### src/include/adc_aux_pkg.sv
`default_nettype none
package adc_aux_pkg;
	localparam logic [11:0] OFS_PUMP_CTRL    = 12'h000;
	localparam logic [11:0] OFS_CHAN_SEL     = 12'h004;
	localparam logic [11:0] OFS_DIV_CTRL     = 12'h008;
	localparam logic [11:0] OFS_DIV_TIMING   = 12'h00C;
	localparam logic [11:0] OFS_IRQ_STATUS   = 12'h010;
	localparam logic [11:0] OFS_IRQ_MASK     = 12'h014;
	localparam int          BIT_PUMP_EN      = 0;
	localparam int          BIT_PUMP_RDY     = 1;
	localparam int          BIT_DIV_START    = 0;
	localparam int          BIT_DIV_DIFF     = 1;
	localparam int          BIT_DIV_HOLDHI   = 2;
	localparam int          BIT_DIV_BUSY     = 3;
	localparam int          BIT_EV_PUMP      = 0;
	localparam int          BIT_EV_CONV      = 1;
	localparam int          BIT_EV_DONE      = 2;
	localparam logic [5:0]  CHAN_RESET       = 6'h00;
	localparam logic [7:0]  PRE_RESET        = 8'h10;
	localparam logic [7:0]  ACQ_RESET        = 8'h20;
	localparam int          PUMP_START_NS    = 10000;
	localparam int          CLK_NS           = 10;
	localparam int          PUMP_START_CYC   = (PUMP_START_NS + CLK_NS - 1) / CLK_NS;
	localparam logic [2:0]  IRQ_RESET        = 3'h0;
endpackage
`default_nettype wire

### src/hw/adc_pump_cvd_sequencer.sv
`timescale 1ns/1ns
`default_nettype none
module adc_pump_cvd_sequencer
#(
	parameter int unsigned PUMP_CYCLES = adc_aux_pkg::PUMP_START_CYC
)
(
	input  wire logic        pclk,
	input  wire logic        presetn,
	input  wire logic        psel,
	input  wire logic        penable,
	input  wire logic        pwrite,
	input  wire logic [11:0] paddr,
	input  wire logic [31:0] pwdata,
	output logic      [31:0] prdata,
	output logic             pready,
	output logic             pslverr,
	input  wire logic        conv_done,
	output logic             pump_on,
	output logic             hold_connect,
	output logic             hold_pre_high,
	output logic             hold_pre_low,
	output logic             sense_pre_high,
	output logic             sense_pre_low,
	output logic             conv_start,
	output logic [5:0]       chan_sel,
	output logic             chan_valid,
	output logic             irq
);
	import adc_aux_pkg::*;

	typedef enum logic [2:0] {ST_IDLE, ST_DISC, ST_PRE, ST_ACQ, ST_CONV, ST_WAIT} seq_t;

	seq_t        state_r;
	logic        pump_en_r;
	logic        pump_rdy_r;
	logic [31:0] pump_cnt_r;
	logic [5:0]  chan_r;
	logic        diff_r;
	logic        holdhi_r;
	logic        phase_r;
	logic [7:0]  pre_len_r;
	logic [7:0]  acq_len_r;
	logic [7:0]  cnt_r;
	logic [2:0]  stat_r;
	logic [2:0]  mask_r;
	logic        acc;
	logic        wr_en;
	logic        rd_en;
	logic        start_req;
	logic        ev_pump;
	logic        ev_conv;
	logic        ev_done;
	logic        hold_hi;
	logic [31:0] rd_nxt;
	logic        addr_ok;

	// Reserved codes connect nothing
	function automatic logic chan_ok(input logic [5:0] c);
		chan_ok = (c <= 6'h1F) || (c >= 6'h20 && c <= 6'h22)
			|| (c >= 6'h28 && c <= 6'h2F) || (c >= 6'h3B);
	endfunction

	// Hold capacitor is cut off from the sensor path in these states
	function automatic logic isolated(input seq_t s);
		isolated = s == ST_DISC || s == ST_PRE;
	endfunction

	function automatic logic precharging(input seq_t s);
		precharging = s == ST_PRE;
	endfunction

	// Registers change only at the edge that completes the access
	assign acc       = psel && penable;
	assign wr_en     = acc && pwrite && pready;
	assign rd_en     = acc && !pwrite && pready;
	assign start_req = wr_en && paddr == OFS_DIV_CTRL && pwdata[BIT_DIV_START];
	// Second pass swaps both precharge levels
	assign hold_hi   = holdhi_r ^ phase_r;
	assign ev_pump   = pump_en_r && !pump_rdy_r && pump_cnt_r == PUMP_CYCLES;
	assign ev_conv   = state_r == ST_WAIT && conv_done;
	assign ev_done   = ev_conv && (!diff_r || phase_r);

	always_ff @(posedge pclk or negedge presetn)
	begin
		if (!presetn)
			pump_en_r <= 1'b0;
		else if (wr_en && paddr == OFS_PUMP_CTRL)
			pump_en_r <= pwdata[BIT_PUMP_EN];
	end

	// Bits 31:6 of the word are dropped, so they read back as zero
	always_ff @(posedge pclk or negedge presetn)
	begin
		if (!presetn)
			chan_r <= CHAN_RESET;
		else if (wr_en && paddr == OFS_CHAN_SEL)
			chan_r <= pwdata[5:0];
	end

	// Mode bits frozen while a sequence runs, so a pass never changes level
	always_ff @(posedge pclk or negedge presetn)
	begin
		if (!presetn)
		begin
			diff_r   <= 1'b0;
			holdhi_r <= 1'b0;
		end
		else if (wr_en && paddr == OFS_DIV_CTRL && state_r == ST_IDLE)
		begin
			diff_r   <= pwdata[BIT_DIV_DIFF];
			holdhi_r <= pwdata[BIT_DIV_HOLDHI];
		end
	end

	always_ff @(posedge pclk or negedge presetn)
	begin
		if (!presetn)
		begin
			pre_len_r <= PRE_RESET;
			acq_len_r <= ACQ_RESET;
		end
		else if (wr_en && paddr == OFS_DIV_TIMING)
		begin
			pre_len_r <= pwdata[7:0];
			acq_len_r <= pwdata[15:8];
		end
	end

	always_ff @(posedge pclk or negedge presetn)
	begin
		if (!presetn)
			mask_r <= IRQ_RESET;
		else if (wr_en && paddr == OFS_IRQ_MASK)
			mask_r <= pwdata[2:0];
	end

	// Start-up counter; ready drops the moment the pump is turned off
	always_ff @(posedge pclk or negedge presetn)
	begin
		if (!presetn)
		begin
			pump_cnt_r <= 32'h00000000;
			pump_rdy_r <= 1'b0;
		end
		else if (!pump_en_r)
		begin
			pump_cnt_r <= 32'h00000000;
			pump_rdy_r <= 1'b0;
		end
		else if (!pump_rdy_r)
		begin
			pump_cnt_r <= pump_cnt_r + 32'h00000001;
			if (ev_pump)
				pump_rdy_r <= 1'b1;
		end
	end

	always_ff @(posedge pclk or negedge presetn)
	begin
		if (!presetn)
		begin
			state_r <= ST_IDLE;
			phase_r <= 1'b0;
			cnt_r   <= 8'h00;
		end
		else
		begin
			unique case (state_r)
				ST_IDLE:
				begin
					phase_r <= 1'b0;
					if (start_req)
						state_r <= ST_DISC;
				end
				// Phases count down to zero, so each lasts its length plus one
				ST_DISC:
				begin
					cnt_r   <= pre_len_r;
					state_r <= ST_PRE;
				end
				ST_PRE:
				begin
					if (cnt_r == 8'h00)
					begin
						cnt_r   <= acq_len_r;
						state_r <= ST_ACQ;
					end
					else
						cnt_r <= cnt_r - 8'h01;
				end
				ST_ACQ:
				begin
					if (cnt_r == 8'h00)
						state_r <= ST_CONV;
					else
						cnt_r <= cnt_r - 8'h01;
				end
				ST_CONV:
					state_r <= ST_WAIT;
				ST_WAIT:
				begin
					if (conv_done)
					begin
						if (diff_r && !phase_r)
						begin
							phase_r <= 1'b1;
							state_r <= ST_DISC;
						end
						else
							state_r <= ST_IDLE;
					end
				end
			endcase
		end
	end

	// Registered analog controls keep the drive glitch-free
	always_ff @(posedge pclk or negedge presetn)
	begin
		if (!presetn)
		begin
			hold_connect   <= 1'b1;
			hold_pre_high  <= 1'b0;
			hold_pre_low   <= 1'b0;
			sense_pre_high <= 1'b0;
			sense_pre_low  <= 1'b0;
		end
		else
		begin
			hold_connect   <= !isolated(state_r);
			hold_pre_high  <= precharging(state_r) && hold_hi;
			hold_pre_low   <= precharging(state_r) && !hold_hi;
			sense_pre_high <= precharging(state_r) && !hold_hi;
			sense_pre_low  <= precharging(state_r) && hold_hi;
		end
	end

	// One-cycle request; the converter latches it itself
	always_ff @(posedge pclk or negedge presetn)
	begin
		if (!presetn)
			conv_start <= 1'b0;
		else
			conv_start <= state_r == ST_CONV;
	end

	always_ff @(posedge pclk or negedge presetn)
	begin
		if (!presetn)
			pump_on <= 1'b0;
		else
			pump_on <= pump_en_r;
	end

	always_ff @(posedge pclk or negedge presetn)
	begin
		if (!presetn)
		begin
			chan_sel   <= CHAN_RESET;
			chan_valid <= 1'b0;
		end
		else
		begin
			chan_sel   <= chan_r;
			chan_valid <= chan_ok(chan_r);
		end
	end

	// Set wins over read-clear
	always_ff @(posedge pclk or negedge presetn)
	begin
		if (!presetn)
			stat_r <= IRQ_RESET;
		else
		begin
			// Only the bits already returned are cleared, so later events survive
			if (rd_en && paddr == OFS_IRQ_STATUS)
				stat_r <= (stat_r & ~prdata[2:0]) | {ev_done, ev_conv, ev_pump};
			else
				stat_r <= stat_r | {ev_done, ev_conv, ev_pump};
		end
	end

	// Registered level, one cycle behind status
	always_ff @(posedge pclk or negedge presetn)
	begin
		if (!presetn)
			irq <= 1'b0;
		else
			irq <= |(stat_r & mask_r);
	end

	always_comb
	begin
		rd_nxt  = 32'h00000000;
		addr_ok = 1'b1;
		unique case (paddr)
			OFS_PUMP_CTRL:  rd_nxt = {30'h0, pump_rdy_r, pump_en_r};
			OFS_CHAN_SEL:   rd_nxt = {26'h0, chan_r};
			OFS_DIV_CTRL:   rd_nxt = {28'h0, state_r != ST_IDLE, holdhi_r, diff_r, 1'b0};
			OFS_DIV_TIMING: rd_nxt = {16'h0, acq_len_r, pre_len_r};
			OFS_IRQ_STATUS: rd_nxt = {29'h0, stat_r};
			OFS_IRQ_MASK:   rd_nxt = {29'h0, mask_r};
			default:        addr_ok = 1'b0;
		endcase
	end

	// One wait state: pready answers in the second access cycle
	always_ff @(posedge pclk or negedge presetn)
	begin
		if (!presetn)
			pready <= 1'b0;
		else
			pready <= acc && !pready;
	end

	always_ff @(posedge pclk or negedge presetn)
	begin
		if (!presetn)
			pslverr <= 1'b0;
		else
			pslverr <= acc && !pready && !addr_ok;
	end

	// Data stands only while pready is high and reads zero otherwise
	always_ff @(posedge pclk or negedge presetn)
	begin
		if (!presetn)
			prdata <= 32'h00000000;
		else
			prdata <= (acc && !pwrite && !pready) ? rd_nxt : 32'h00000000;
	end
endmodule
`default_nettype wire

### config.mk
export PLATFORM = sky130hd
export DESIGN_NAME = adc_pump_cvd_sequencer
export DESIGN_NICKNAME = d
export VERILOG_FILES = /design/src/include/adc_aux_pkg.sv /design/src/hw/adc_pump_cvd_sequencer.sv
export SDC_FILE = /design/constraint.sdc
export NUM_CORES = 1
export LEC_CHECK = 0
export ABC_CLOCK_PERIOD_IN_PS = 2100
export BUFFER_PORTS_ARGS = -buffer_cell sky130_fd_sc_hd__buf_2
export CELL_PAD_IN_SITES_DETAIL_PLACEMENT = 0
export CELL_PAD_IN_SITES_GLOBAL_PLACEMENT = 1
export CORE_ASPECT_RATIO = 2
export CORE_UTILIZATION = 39
export DETAILED_ROUTE_END_ITERATION = 7
export PLACE_DENSITY_LB_ADDON = 0.15
export SLEW_MARGIN = 20
export SYNTH_ARGS = -nofsm -noshare
export SYNTH_HDL_FRONTEND = slang
export SYNTH_SLANG_ARGS = --single-unit
### constraint.sdc
create_clock -name pclk -period 2.1 [get_ports pclk]
set_clock_uncertainty 0.15 [all_clocks]
set_input_delay 0.315 -clock pclk [delete_from_list [all_inputs] [get_ports pclk]]
set_output_delay 0.315 -clock pclk [all_outputs]
set_load 0.03 [all_outputs]
==> flow_summary.toml <==
[placement]
gp_congestion = 0.846
port-buffer-count = 66
placed_cells = 727
post-place-ws_ps = -64.2
placed_area_um2 = 5990
hpwl_um = 9610

[worst_setup_path]
r2r_slack_ps = 90
crit_fanout = 19
r2r_end = "pump_cnt_r[28]$_DFFE_PN0P_"
reg2regPathDepth = 5
r2r-start = "pump_cnt_r[6]$_DFFE_PN0P_"
cp-start-kind = "flip-flop"
worstPathRequired_ps = 2200
crit_arrival_ps = 2110
crit_type = "flip-flop to flip-flop"
crit_path_end_kind = "flip-flop"

[power_and_ir_drop]
power_density_nw_per_um2 = 877
total_power_w = 0.00558
leakage_nw = 3.12
irDropWorstVdd_uv = 482

[synth]
synth_common_cells = "dfrtp_1, and2_1, mux2_2"
synth.most_common_cell = "dfrtp_1"
yosysWarningCount = 0
avgSynthCellArea_um2 = 10.9
synth_top_area_share_pct = 48.6
ys_seq_elements = 107
yosysTopAreaCell = "dfrtp_1"
postSynthCellCount = 493
synth_cell_types = 66
yosys_most_used_dff = "dfrtp_1"
syn_area_um2 = 5350
synth_area_leaders = "dfrtp_1, mux2_2, and2_1"
synthArstFlopShare_pct = 100
synth.yosys.seq_area_share_pct = 50.1
synth-edff-count = 0

[global_route]
grtUsageTotal_pct = 19.3
grt_max_degree = 44
grt_pass1_vias = 4175
antenna_found_initial = 0
grt_pass1_wl_um = 21500
grt_overflow = 0

[detailed_routing]
antenna_left = 0
dr.pass1.iters = 6
drt-vias-per-instance = 5.32
wirelength_um = 12800
drt-initial-drc-count = 151
drc = 0
dr_total_vias = 3956
wl_per_cell_um = 17.3

[timing]
hold_viol_final = 0
setup_slack_ps = 90.4
max_freq_mhz = 498
whs_ps = 12.9
setup_viol = 0
slew_headroom_pct = 63.2
fin_crit_sh_pct = 95.7
rsz0062_at_grt = "true"
period_needed_ps = 2010
finalMaxSlewViolations = 0
tightestPinTransition_ps = 552

[floorplan]
ios = 99
die_height_um = 168
initial_core_util_pct = 39.8
die-area_um2 = 14200
core_um2 = 13400
die_w_um = 84.8
rows = 60

[hold_path]
holdPathStages = 2
hold_end = "pre_len_r[6]$_DFFE_PN0P_"
hold_class = "input pin to flip-flop"
hp-start = "pwdata[6]"

[clock_tree]
cts.sinks = 107
clockRootBuffer = "clkbuf_16"
clk_pin_slew_ps = 80
cts_inserted_buffers = 9
clk_latency_ps = 350
htree_levels = 3
cts_tree = "built"
cts_buffer_depth = 2
post_cts_buffers = 0

[final_layout]
antenna_cells = 0
finalNetCount = 638
fin_area_um2 = 6360
stdcell_count = 744
areaGrowthSynthToFinish_pct = 18.9
drive_gt1_share_pct = 30.7

[job]
cap_violations = 0

[run_status]
status = "finished, final reports clean"
[flip-flops by register name, summed over array words and instances (netlist names), 3 cells and up]
name        cells
chan_sel        6
state_r         3
stat_r          3
pump_cnt_r     32
mask_r          3
acq_len_r       8
chan_r          6
pre_len_r       8
prdata         16
cnt_r           8
[power by group]
part           leakage (nW)  total (W)  internal, W  switching (W)
clock                 0.148    0.00170     0.000847       0.000852
sequential             1.45    0.00232      0.00220       0.000116
combinational          1.52    0.00157     0.000658       0.000908
[timing repair]
item,4_1_cts,5_1_grt
setup endpoints to repair,7,10
endpoints found under the hold margin,27,0
hold buffers,1,0
gates resized for setup,3,9
pin swaps,0,2
[through the flow]
step	utilization, %	setup TNS (ps)
floorplan	-	0
global placement	44.6	0
detailed placement	44.6	-302
CTS	47.0	0
global route	47.4	-48.5
finish	47.4	0
[layout by cell type, fill, tap and decap left out, types with 4 or more instances in the layout]
| cell type | netlist | layout |
|---|---|---|
| a21boi_0 | 5 | 5 |
| a21o_1 | 6 | 6 |
| a21oi_1 | 5 | 5 |
| a22o_1 | 4 | 4 |
| and2_1 | 36 | 36 |
| buf_2 | 4 | 65 |
| buf_4 | 19 | 33 |
| clkbuf_16 | 0 | 9 |
| conb_1 | 1 | 16 |
| dfrtp_1 | 104 | 104 |
| inv_1 | 19 | 18 |
| mux2_2 | 31 | 31 |
| nand2_1 | 30 | 30 |
| nand3_1 | 17 | 17 |
| nand4_1 | 7 | 7 |
| nor2_1 | 19 | 19 |
| nor2b_1 | 7 | 7 |
| nor3_1 | 17 | 15 |
| nor3_2 | 5 | 6 |
| nor4_1 | 16 | 14 |
| o211ai_1 | 4 | 4 |
| o21ai_0 | 17 | 17 |
| o2bb2ai_1 | 4 | 4 |
| or3_1 | 10 | 10 |
| xnor2_1 | 8 | 8 |
| xor2_1 | 17 | 17 |
[worst max path at each step]
stage                                          from                         end  slack, ps  depth (start not counted)
after floorplan                cnt_r[0]$_DFFE_PN0P_        cnt_r[6]$_DFFE_PN0P_         90                          7
after detailed placement       cnt_r[0]$_DFFE_PN0P_        cnt_r[6]$_DFFE_PN0P_        -60                          6
after CTS                      cnt_r[0]$_DFFE_PN0P_        cnt_r[5]$_DFFE_PN0P_         30                          8
after global placement         cnt_r[0]$_DFFE_PN0P_        cnt_r[5]$_DFFE_PN0P_         20                          6
after global routing      pump_cnt_r[6]$_DFFE_PN0P_  pump_cnt_r[28]$_DFFE_PN0P_        -20                          5
final                     pump_cnt_r[6]$_DFFE_PN0P_  pump_cnt_r[28]$_DFFE_PN0P_         90                          5
[per-layer routing]
| metal | global-route usage, % | vias to the layer above | wire (µm) |
|---|---|---|---|
| met5 | 0 | - | 0 |
| met4 | 7.15 | 0 | 330 |
| met3 | 2.91 | 23 | 236 |
| met2 | 37.0 | 52 | 7370 |
| met1 | 20.9 | 1985 | 4910 |
| li1 | - | 1896 | - |
[cells by family after synthesis]
logic type,synth area share (%)
compound gates,9.00
xor+xnor,4.09
fa+ha+maj,0.935
buf+inv,5.99
flops,50.1
mux,8.16
other cells,0.0701
simple gates,21.7
[area by class of cell]
cell class	count	area, µm²
Multi-Input combinational cell	344	2470
Tap cell	155	194
Timing Repair Buffer	102	643
Sequential cell	107	2680
Clock inverter	7	76.3
Inverter	20	75.1
Fill cell	1258	7070
Clock buffer	9	225
[worst max-delay path, cell delays in order, from the launching register on]
cell and delay (ps):
dfrtp_1 440, and4_4 290, nand4_4 310, nor4_1 440, xor2_1 110, and2_1 170
No activity file was read; power rests on OpenSTA's default activity.
